===== src/verilog/black_level_consts.svh =====
// How it works
// RULE1: loop on: per-channel offset register is a signed adder on ADC samples.
// RULE2: loop off: DAC code is offset register high bits plus fine bits.
// RULE3: range bit halves offset DAC swing in both loop and manual modes.
// RULE4: reduced range gives one-eighth LSB per code step, default one-quarter.
// RULE5: loop measures black level and servos 10-bit DAC code toward zero error.
// RULE6: loop on: one measurement per line after the trailing sync edge.
// RULE7: coast-clamp bit clear: skip measurement on lines where the PLL coasts.
// RULE8: after the trailing edge, count pixels to start value, then measure.
// RULE9: average pixel-width count of pixels, add into the accumulator.
// RULE10: average line-count lines of black levels to form the DAC code.
// RULE11: sync glitch filter ignores transitions within 100 ns of accepted edge.
// RULE12: fine field holds two DAC bits per channel, used only in manual mode.
// RULE13: new DAC code applies only after a measurement window ends; with loop off, code_q follows the offset and fine registers every clock.
`ifndef BLACK_LEVEL_CONSTS_SVH
`define BLACK_LEVEL_CONSTS_SVH

// -------------------------------------------------------------
// register indexes, byte address is four times the index
// -------------------------------------------------------------
`define IDX_CLAMP_CTRL 8'h05
`define IDX_OFS_A 8'h09
`define IDX_OFS_B 8'h0A
`define IDX_OFS_C 8'h0B
`define IDX_FINE 8'h0C
`define IDX_START_LO 8'h14
`define IDX_START_HI 8'h15
`define IDX_LOOP_CFG 8'h17
`define IDX_CODE_A 8'h1D
`define IDX_CODE_B 8'h1E
`define IDX_CODE_C 8'h1F

// -------------------------------------------------------------
// field positions
// -------------------------------------------------------------
`define BIT_COAST_CLAMP 5
`define BIT_RANGE_HALF 0
`define BIT_LOOP_OFF 0
`define FLD_PIX_HI 3
`define FLD_PIX_LO 2
`define FLD_LINES_HI 6
`define FLD_LINES_LO 4

// -------------------------------------------------------------
// reset values
// -------------------------------------------------------------
`define RST_REG8 8'h00
`define RST_CODE 10'h200

// -------------------------------------------------------------
// timing
// -------------------------------------------------------------
`define CLK_PERIOD_NS 10
`define GLITCH_NS 100
`define GLITCH_CYC ((`GLITCH_NS + `CLK_PERIOD_NS - 1) / `CLK_PERIOD_NS)
`define PIX_BASE_SHIFT 4

`endif


===== src/verilog/black_level_pkg.sv =====
package black_level_pkg;
  typedef struct packed {
    logic [7:0] c;
    logic [7:0] b;
    logic [7:0] a;
  } pix3_t;
  typedef struct packed {
    logic [9:0] c;
    logic [9:0] b;
    logic [9:0] a;
  } code3_t;
  typedef enum logic [1:0] {ST_IDLE, ST_DELAY, ST_MEASURE} loop_state_t;
endpackage


===== src/verilog/black_level_offset_loop.sv =====
`timescale 1ns/100ps
`include "black_level_consts.svh"
module black_level_offset_loop
  import black_level_pkg::*;
#(
  parameter logic [7:0] BLACK_TARGET = 8'h10
) (
  input wire logic mclk_in,
  input wire logic reset_in,
  input wire logic hsel_in,
  input wire logic [31:0] haddr_in,
  input wire logic [1:0] htrans_in,
  input wire logic hwrite_in,
  input wire logic [2:0] hsize_in,
  input wire logic [31:0] hwdata_in,
  input wire logic hready_in,
  output logic hreadyout_out,
  output logic hresp_out,
  output logic [31:0] hrdata_out,
  input wire logic hsync_in,
  input wire logic coast_in,
  input wire pix3_t adc_in,
  output pix3_t data_out,
  output code3_t dac_code_out,
  output logic dac_range_half_out,
  output logic hsync_filt_out
);

  // -------------------------------------------------------------
  // functions
  // -------------------------------------------------------------
  function automatic logic [7:0] avg8(input logic [14:0] s,
                                      input logic [2:0] sh);
    logic [14:0] t;
    t = s >> sh;
    return t[7:0];
  endfunction

  function automatic logic [9:0] sat10(input logic signed [12:0] v);
    if (v < 13'sd0) begin
      return 10'h000;
    end else if (v > 13'sd1023) begin
      return 10'h3FF;
    end
    return v[9:0];
  endfunction

  // -------------------------------------------------------------
  // register file
  // -------------------------------------------------------------
  logic [2:0][7:0] ofs_q;
  logic [7:0] fine_q;
  logic [7:0] start_lo_q;
  logic [7:0] start_hi_q;
  logic [7:0] cfg_q;
  logic [7:0] clamp_q;
  logic wr_pend_q;
  logic [7:0] wr_idx_q;
  logic [2:0][9:0] code_q;

  wire addr_take = hsel_in & htrans_in[1] & hready_in;
  wire [7:0] a_idx = haddr_in[9:2];
  wire a_hi_zero = (haddr_in[31:10] == 22'h0);
  wire [7:0] wbyte = hwdata_in[7:0];

  logic [31:0] rd_mux;
  always_comb begin
    rd_mux = 32'h0000_0000;
    if (a_hi_zero) begin
      unique case (a_idx)
        `IDX_CLAMP_CTRL: rd_mux = {24'h0, clamp_q};
        `IDX_OFS_A: rd_mux = {24'h0, ofs_q[0]};
        `IDX_OFS_B: rd_mux = {24'h0, ofs_q[1]};
        `IDX_OFS_C: rd_mux = {24'h0, ofs_q[2]};
        `IDX_FINE: rd_mux = {24'h0, fine_q};
        `IDX_START_LO: rd_mux = {24'h0, start_lo_q};
        `IDX_START_HI: rd_mux = {24'h0, start_hi_q};
        `IDX_LOOP_CFG: rd_mux = {24'h0, cfg_q};
        `IDX_CODE_A: rd_mux = {22'h0, code_q[0]};
        `IDX_CODE_B: rd_mux = {22'h0, code_q[1]};
        `IDX_CODE_C: rd_mux = {22'h0, code_q[2]};
        default: rd_mux = 32'h0000_0000;
      endcase
    end
  end

  // zero-wait slave: read data is latched in the address phase
  always_ff @(posedge mclk_in) begin
    if (reset_in) begin
      hreadyout_out <= 1'b0;
      hresp_out <= 1'b0;
      hrdata_out <= 32'h0000_0000;
      wr_pend_q <= 1'b0;
      wr_idx_q <= 8'h00;
    end else begin
      hreadyout_out <= 1'b1;
      hresp_out <= 1'b0;
      wr_pend_q <= addr_take & hwrite_in & a_hi_zero;
      wr_idx_q <= a_idx;
      if (addr_take & ~hwrite_in) begin
        hrdata_out <= rd_mux;
      end
    end
  end

  always_ff @(posedge mclk_in) begin
    if (reset_in) begin
      ofs_q <= '0;
      fine_q <= `RST_REG8;
      start_lo_q <= `RST_REG8;
      start_hi_q <= `RST_REG8;
      cfg_q <= `RST_REG8;
      clamp_q <= `RST_REG8;
    end else if (wr_pend_q) begin
      unique case (wr_idx_q)
        `IDX_CLAMP_CTRL: clamp_q <= wbyte;
        `IDX_OFS_A: ofs_q[0] <= wbyte;
        `IDX_OFS_B: ofs_q[1] <= wbyte;
        `IDX_OFS_C: ofs_q[2] <= wbyte;
        `IDX_FINE: fine_q <= wbyte;
        `IDX_START_LO: start_lo_q <= wbyte;
        `IDX_START_HI: start_hi_q <= wbyte;
        `IDX_LOOP_CFG: cfg_q <= wbyte;
        default: ;
      endcase
    end
  end

  // -------------------------------------------------------------
  // config decode
  // -------------------------------------------------------------
  wire loop_off = cfg_q[`BIT_LOOP_OFF];
  wire range_half = fine_q[`BIT_RANGE_HALF];
  wire coast_clamp = clamp_q[`BIT_COAST_CLAMP];
  wire [1:0] pix_fld = cfg_q[`FLD_PIX_HI:`FLD_PIX_LO];
  wire [2:0] line_fld = cfg_q[`FLD_LINES_HI:`FLD_LINES_LO];
  wire [2:0] pix_shift = 3'(`PIX_BASE_SHIFT) + {1'b0, pix_fld};
  wire [15:0] start_cnt = {start_hi_q, start_lo_q};
  wire [15:0] pix_last = (16'h0001 << pix_shift) - 16'h0001;
  wire [7:0] line_last = (8'h01 << line_fld) - 8'h01;

  // -------------------------------------------------------------
  // hsync synchroniser and glitch filter
  // -------------------------------------------------------------
  logic hs_s1_q;
  logic hs_s2_q;
  logic hs_s3_q;
  logic hs_filt_q;
  logic [7:0] lock_q;
  localparam logic [7:0] LOCK_CYC = 8'(`GLITCH_CYC);

  // a level counts only once the second and third stages agree
  wire hs_agree = (hs_s2_q == hs_s3_q);
  wire hs_accept = hs_agree & (hs_s3_q != hs_filt_q) & (lock_q == 8'h00);
  // active-high sync assumed: trailing edge is the falling edge
  wire trail_edge = hs_accept & hs_filt_q;

  always_ff @(posedge mclk_in) begin
    if (reset_in) begin
      hs_s1_q <= 1'b0;
      hs_s2_q <= 1'b0;
      hs_s3_q <= 1'b0;
      hs_filt_q <= 1'b0;
      lock_q <= 8'h00;
    end else begin
      hs_s1_q <= hsync_in;
      hs_s2_q <= hs_s1_q;
      hs_s3_q <= hs_s2_q;
      // RULE11: lockout after accepted edge
      if (hs_accept) begin
        hs_filt_q <= hs_s3_q;
        lock_q <= LOCK_CYC;
      end else if (lock_q != 8'h00) begin
        lock_q <= lock_q - 8'h01;
      end
    end
  end

  // -------------------------------------------------------------
  // measurement sequencer
  // -------------------------------------------------------------
  loop_state_t state_q;
  logic [15:0] cnt_q;
  logic [7:0] lines_q;
  logic [2:0][14:0] pix_sum_q;
  logic [2:0][14:0] line_sum_q;

  // RULE7: coasting lines are not measured unless clamp bit set
  wire coast_block = coast_in & ~coast_clamp;
  // RULE6: one run per line, loop enabled only
  wire line_start = trail_edge & ~loop_off & ~coast_block;
  wire pix_done = (state_q == ST_MEASURE) & (cnt_q == pix_last);
  wire lines_done = pix_done & (lines_q == line_last);
  wire [2:0][7:0] adc_arr = adc_in;

  logic [2:0][14:0] pix_total;
  logic [2:0][14:0] line_total;
  logic [2:0][9:0] auto_code;
  logic [2:0][9:0] man_code;
  logic [2:0][7:0] data_d;

  genvar g;
  generate
    for (g = 0; g < 3; g++) begin : g_ch
      wire [7:0] line_avg;
      wire [7:0] blk_avg;
      wire signed [8:0] err;
      wire signed [12:0] step;
      wire signed [9:0] dsum;
      assign pix_total[g] = pix_sum_q[g] + {7'h00, adc_arr[g]};
      // RULE9: per-line average of the window
      assign line_avg = avg8(pix_total[g], pix_shift);
      assign line_total[g] = line_sum_q[g] + {7'h00, line_avg};
      // RULE10: average over the selected line count
      assign blk_avg = avg8(line_total[g], line_fld);
      assign err = $signed({1'b0, blk_avg}) - $signed({1'b0, BLACK_TARGET});
      // RULE4: eight steps per ADC LSB reduced, four by default
      assign step = range_half ? (13'(err) <<< 3) : (13'(err) <<< 2);
      // RULE5: move the code against the measured error
      assign auto_code[g] = sat10($signed({3'b000, code_q[g]}) - step);
      // RULE12: fine bits per channel, a at [7:6], b [5:4], c [3:2]
      assign man_code[g] = {ofs_q[g], fine_q[7 - 2 * g -: 2]};
      // RULE1: signed user offset added to the sample, clipped
      assign dsum = $signed({2'b00, adc_arr[g]})
                  + $signed({{2{ofs_q[g][7]}}, ofs_q[g]});
      assign data_d[g] = loop_off ? adc_arr[g] :
                         dsum[9] ? 8'h00 :
                         dsum[8] ? 8'hFF : dsum[7:0];
    end
  endgenerate

  always_ff @(posedge mclk_in) begin
    if (reset_in) begin
      state_q <= ST_IDLE;
      cnt_q <= 16'h0000;
      pix_sum_q <= '0;
    end else if (line_start) begin
      state_q <= ST_DELAY;
      cnt_q <= 16'h0000;
    end else if (loop_off | coast_block) begin
      state_q <= ST_IDLE;
    end else begin
      unique case (state_q)
        ST_IDLE: ;
        // RULE8: wait start-pixel clocks before the window
        ST_DELAY: begin
          cnt_q <= cnt_q + 16'h0001;
          if (cnt_q == start_cnt) begin
            state_q <= ST_MEASURE;
            cnt_q <= 16'h0000;
            pix_sum_q <= '0;
          end
        end
        ST_MEASURE: begin
          cnt_q <= cnt_q + 16'h0001;
          pix_sum_q <= pix_total;
          if (pix_done) begin
            state_q <= ST_IDLE;
          end
        end
        default: state_q <= ST_IDLE;
      endcase
    end
  end

  always_ff @(posedge mclk_in) begin
    if (reset_in) begin
      lines_q <= 8'h00;
      line_sum_q <= '0;
    end else if (loop_off) begin
      lines_q <= 8'h00;
      line_sum_q <= '0;
    end else if (pix_done & ~line_start & ~coast_block) begin
      if (lines_done) begin
        lines_q <= 8'h00;
        line_sum_q <= '0;
      end else begin
        lines_q <= lines_q + 8'h01;
        line_sum_q <= line_total;
      end
    end
  end

  // -------------------------------------------------------------
  // dac code and outputs
  // -------------------------------------------------------------
  always_ff @(posedge mclk_in) begin
    if (reset_in) begin
      code_q <= {3{`RST_CODE}};
    end else if (loop_off) begin
      // RULE2: manual code straight from software
      code_q <= man_code;
    end else if (lines_done & ~line_start & ~coast_block) begin
      // RULE13: update only as the window closes
      code_q <= auto_code;
    end
  end

  always_ff @(posedge mclk_in) begin
    if (reset_in) begin
      data_out <= '0;
      dac_code_out <= {3{`RST_CODE}};
      dac_range_half_out <= 1'b0;
      hsync_filt_out <= 1'b0;
    end else begin
      data_out <= data_d;
      dac_code_out <= code_q;
      // RULE3: analogue swing halved in both modes
      dac_range_half_out <= range_half;
      hsync_filt_out <= hs_filt_q;
    end
  end

endmodule


===== config.mk =====
export PLATFORM = sky130hd
export DESIGN_NAME = black_level_offset_loop
export DESIGN_NICKNAME = d
export VERILOG_FILES = /design/src/verilog/black_level_pkg.sv /design/src/verilog/black_level_offset_loop.sv
export VERILOG_INCLUDE_DIRS = /design/src /design/src/verilog
export SDC_FILE = /design/constraint.sdc
export NUM_CORES = 1
export LEC_CHECK = 0
export ABC_AREA = 1
export BUFFER_PORTS_ARGS = -buffer_cell sky130_fd_sc_hd__clkbuf_2
export CORE_ASPECT_RATIO = 1.75
export CORE_MARGIN = 4
export CORE_UTILIZATION = 35
export DETAILED_ROUTE_END_ITERATION = 10
export PLACE_DENSITY_LB_ADDON = 0.25
export SETUP_SLACK_MARGIN = 0.4
export SYNTH_ARGS = -nofsm -noshare
export SYNTH_HDL_FRONTEND = slang
export SYNTH_SLANG_ARGS = --single-unit

===== constraint.sdc =====
create_clock -name mclk_in -period 20.7 [get_ports mclk_in]
set_input_delay 5.175 -clock mclk_in [delete_from_list [all_inputs] [get_ports mclk_in]]
set_output_delay 5.175 -clock mclk_in [all_outputs]
set_load 0.02 [all_outputs]

==> reports/metrics.cfg <==
[status]
status = completed

[sta]
hold_viol_final = 0
finClkSkew_ps = 13.7
slew_headroom = 0.249
report.final.slew_viol_count = 0
fin_crit_ps = 11710
period_share = 0.566
fin_tns_setup_ps = 0
rsz0062_at_grt = no
setup_viol = 0
worst_slew_pin_slew_ps = 1120
fmax_mhz = 85.4

[setup_path]
crit_family = compound AO/OA/AOI/OAI gates
start_kind = primary input
worst_ep_arrival_time_ps = 12200
cp.required_ps = 21190
reg2reg_from = pix_sum_q[15]
critPathMaxStageDelay_ps = 490
cpMostUsedCell = nand2_1
startpoint = adc_in[8]
cp_num_cells = 46
cp-end-kind = register
rr_worst_depth = 45
slowest_stage = o21ai_0
critPathBufInv = 5
path_class = in2reg
cp_max_fo = 8

[clock_tree]
post_cts_buffers = 0
h-tree-depth = 1
cts_buffer_depth = 3
cts_num_sinks = 298
cts_tree = yes
clk_latency_ps = 600
cts-root-buf = clkbuf_16
cts-buffers-inserted = 30
post_cts_resized = 0
cts_hold_buffers = 0
clk_pin_slew_ps = 70

[floorplanning]
fp.dieH_um = 324
io_pins = 190
die_area_mm2 = 0.0612
core_region_area_mm2 = 0.0564
rows = 115
start_util = 0.355
die_w_um = 189

[logic_synthesis]
yosysUniqueCellTypes = 62
syn_avg_cell_area_um2 = 6.58
synth-edff-count = 0
yosysSeqAreaShare = 0.298
ys_warn_count = 0
synth_area_mm2 = 0.0200
synthFlopType = dfxtp_1
synth_seq_cells = 298
synthArstFlopShare = 0
synthCells = 3040

[finish]
drive_gt1_frac = 0.0944
seq_area_mm2 = 0.00597
utilization = 0.397
nNetsFinal = 3349
n_antenna_cell = 0
finalNonFillerCells = 3907
final_common_cell = nand2_1
nFillCells = 6226
multi_input_area_mm2 = 0.0120
syn_to_final_growth_pct = 11.8
final_cell_mix = nand2_1 (719), inv_1 (400), dfxtp_1 (297)

[place]
gp_congestion = 0.922
port_buffers = 136
place_hpwl_um = 54300
dp.cells = 3851

[drt]
dr_total_vias = 20048
drc = 0
wirelength_um = 69400
drt_iter0_markers = 1025
firstDrtPassIters = 6
vias_per_cell = 5.13
wl_per_cell_um = 17.8
ant_nets = 0

[hold_path]
min_from = hs_s1_q
worstHoldPathType = reg2reg
holdPathStages = 2

[power]
power_mw = 1.31
powerDensity_mw_per_mm2 = 58.7
p_leak_nw = 10.1
peakVddDrop_v = 0.0000683

[grt]
first_global_vias = 19872
grt_use_total = 0.220
grt_overflow = 0
antenna_found_initial = 1
grt_max_degree = 79
grt_pass1_wl_um = 107000

[run]
cap_violations = 0

## worst paths after layout
check | endpoint | slack (ps)
hold reg to reg | hs_s2_q | 410
setup / recovery | code_q[14] | 8990
hold / removal | hs_s2_q | 410
setup reg to reg | code_q[14] | 13380
## cells in the mapped netlist (22+ instances only)
cell type    n  area [um^2]
a21oi_1    274         1370
a221oi_1    22          193
buf_4       26          195
clkbuf_1    66          248
dfxtp_1    298         5970
ha_1       114         1430
inv_1      401         1510
nand2_1    719         2700
nand3_1    278         1390
nand4_1     28          175
nor2_1     236          886
nor3_1      34          170
o21ai_0    164          821
o22ai_1     28          175
xnor2_1     28          245
xor2_1      61          534
## cells by family (layout without fill, tap and decap cells)
group / Yosys count / count (layout) / synth area share
AO/OA/AOI/OAI: 584 / 584 / 0.163
XOR/XNOR: 90 / 90 / 0.0398
adder cells (fa/ha/maj): 126 / 126 / 0.0833
buffers and inverters: 545 / 630 / 0.109
flip-flops: 298 / 298 / 0.298
multiplexers: 6 / 6 / 0.00300
other: 1 / 23 / 0.000187
AND/OR/NAND/NOR: 1390 / 1390 / 0.303
## metal layers
layer | part of all wire | global-route usage
met5 | 0 | 0
met4 | 0.084 | 0.158
met3 | 0.041 | 0.0243
met2 | 0.52 | 0.426
met1 | 0.35 | 0.216
## flip-flops by register name (all words and copies together), names as in the netlist, 2 cells and up
register      flops
start_hi_q        8
code_q           30
cfg_q             8
man_code         24
cnt_q            16
start_lo_q        8
pix_sum_q        45
data_out         24
fine_q            8
dac_code_out     30
clamp_q           8
lines_q           8
wr_idx_q          8
lock_q            8
line_sum_q       45
hrdata_out       10
state_q           2
## tightest hold or removal path: stages (launching register included)
cell and delay, ps:
dfxtp_1 300, inv_1 40, nor2_1 30
## where the power goes
group	leakage [nW]	switching (mW)	total, mW	internal, mW
registers	2.41	0.00566	0.588	0.582
clock network	0.530	0.263	0.624	0.361
logic	7.19	0.0675	0.101	0.0333
## through the flow
step | area (um^2) | hold slack (ps) | setup WS (ps)
detailed placement | 21300 | 407 | 8450
CTS | 22400 | 416 | 9060
global placement | 21300 | 405 | 8530
floorplan | 20100 | 388 | 9960
finish | 22400 | 409 | 8990
global route | 22400 | 434 | 8290
## cell type report
| class | count | share of cell area |
|---|---|---|
| Clock inverter | 22 | 0.0131 |
| Multi-Input combinational cell | 2219 | 0.534 |
| Timing Repair Buffer | 151 | 0.0356 |
| Clock buffer | 34 | 0.0365 |
| Inverter | 423 | 0.0710 |
| Sequential cell | 298 | 0.267 |
| Tap cell | 760 | 0.0425 |
Power figures use the tool's default switching activity.
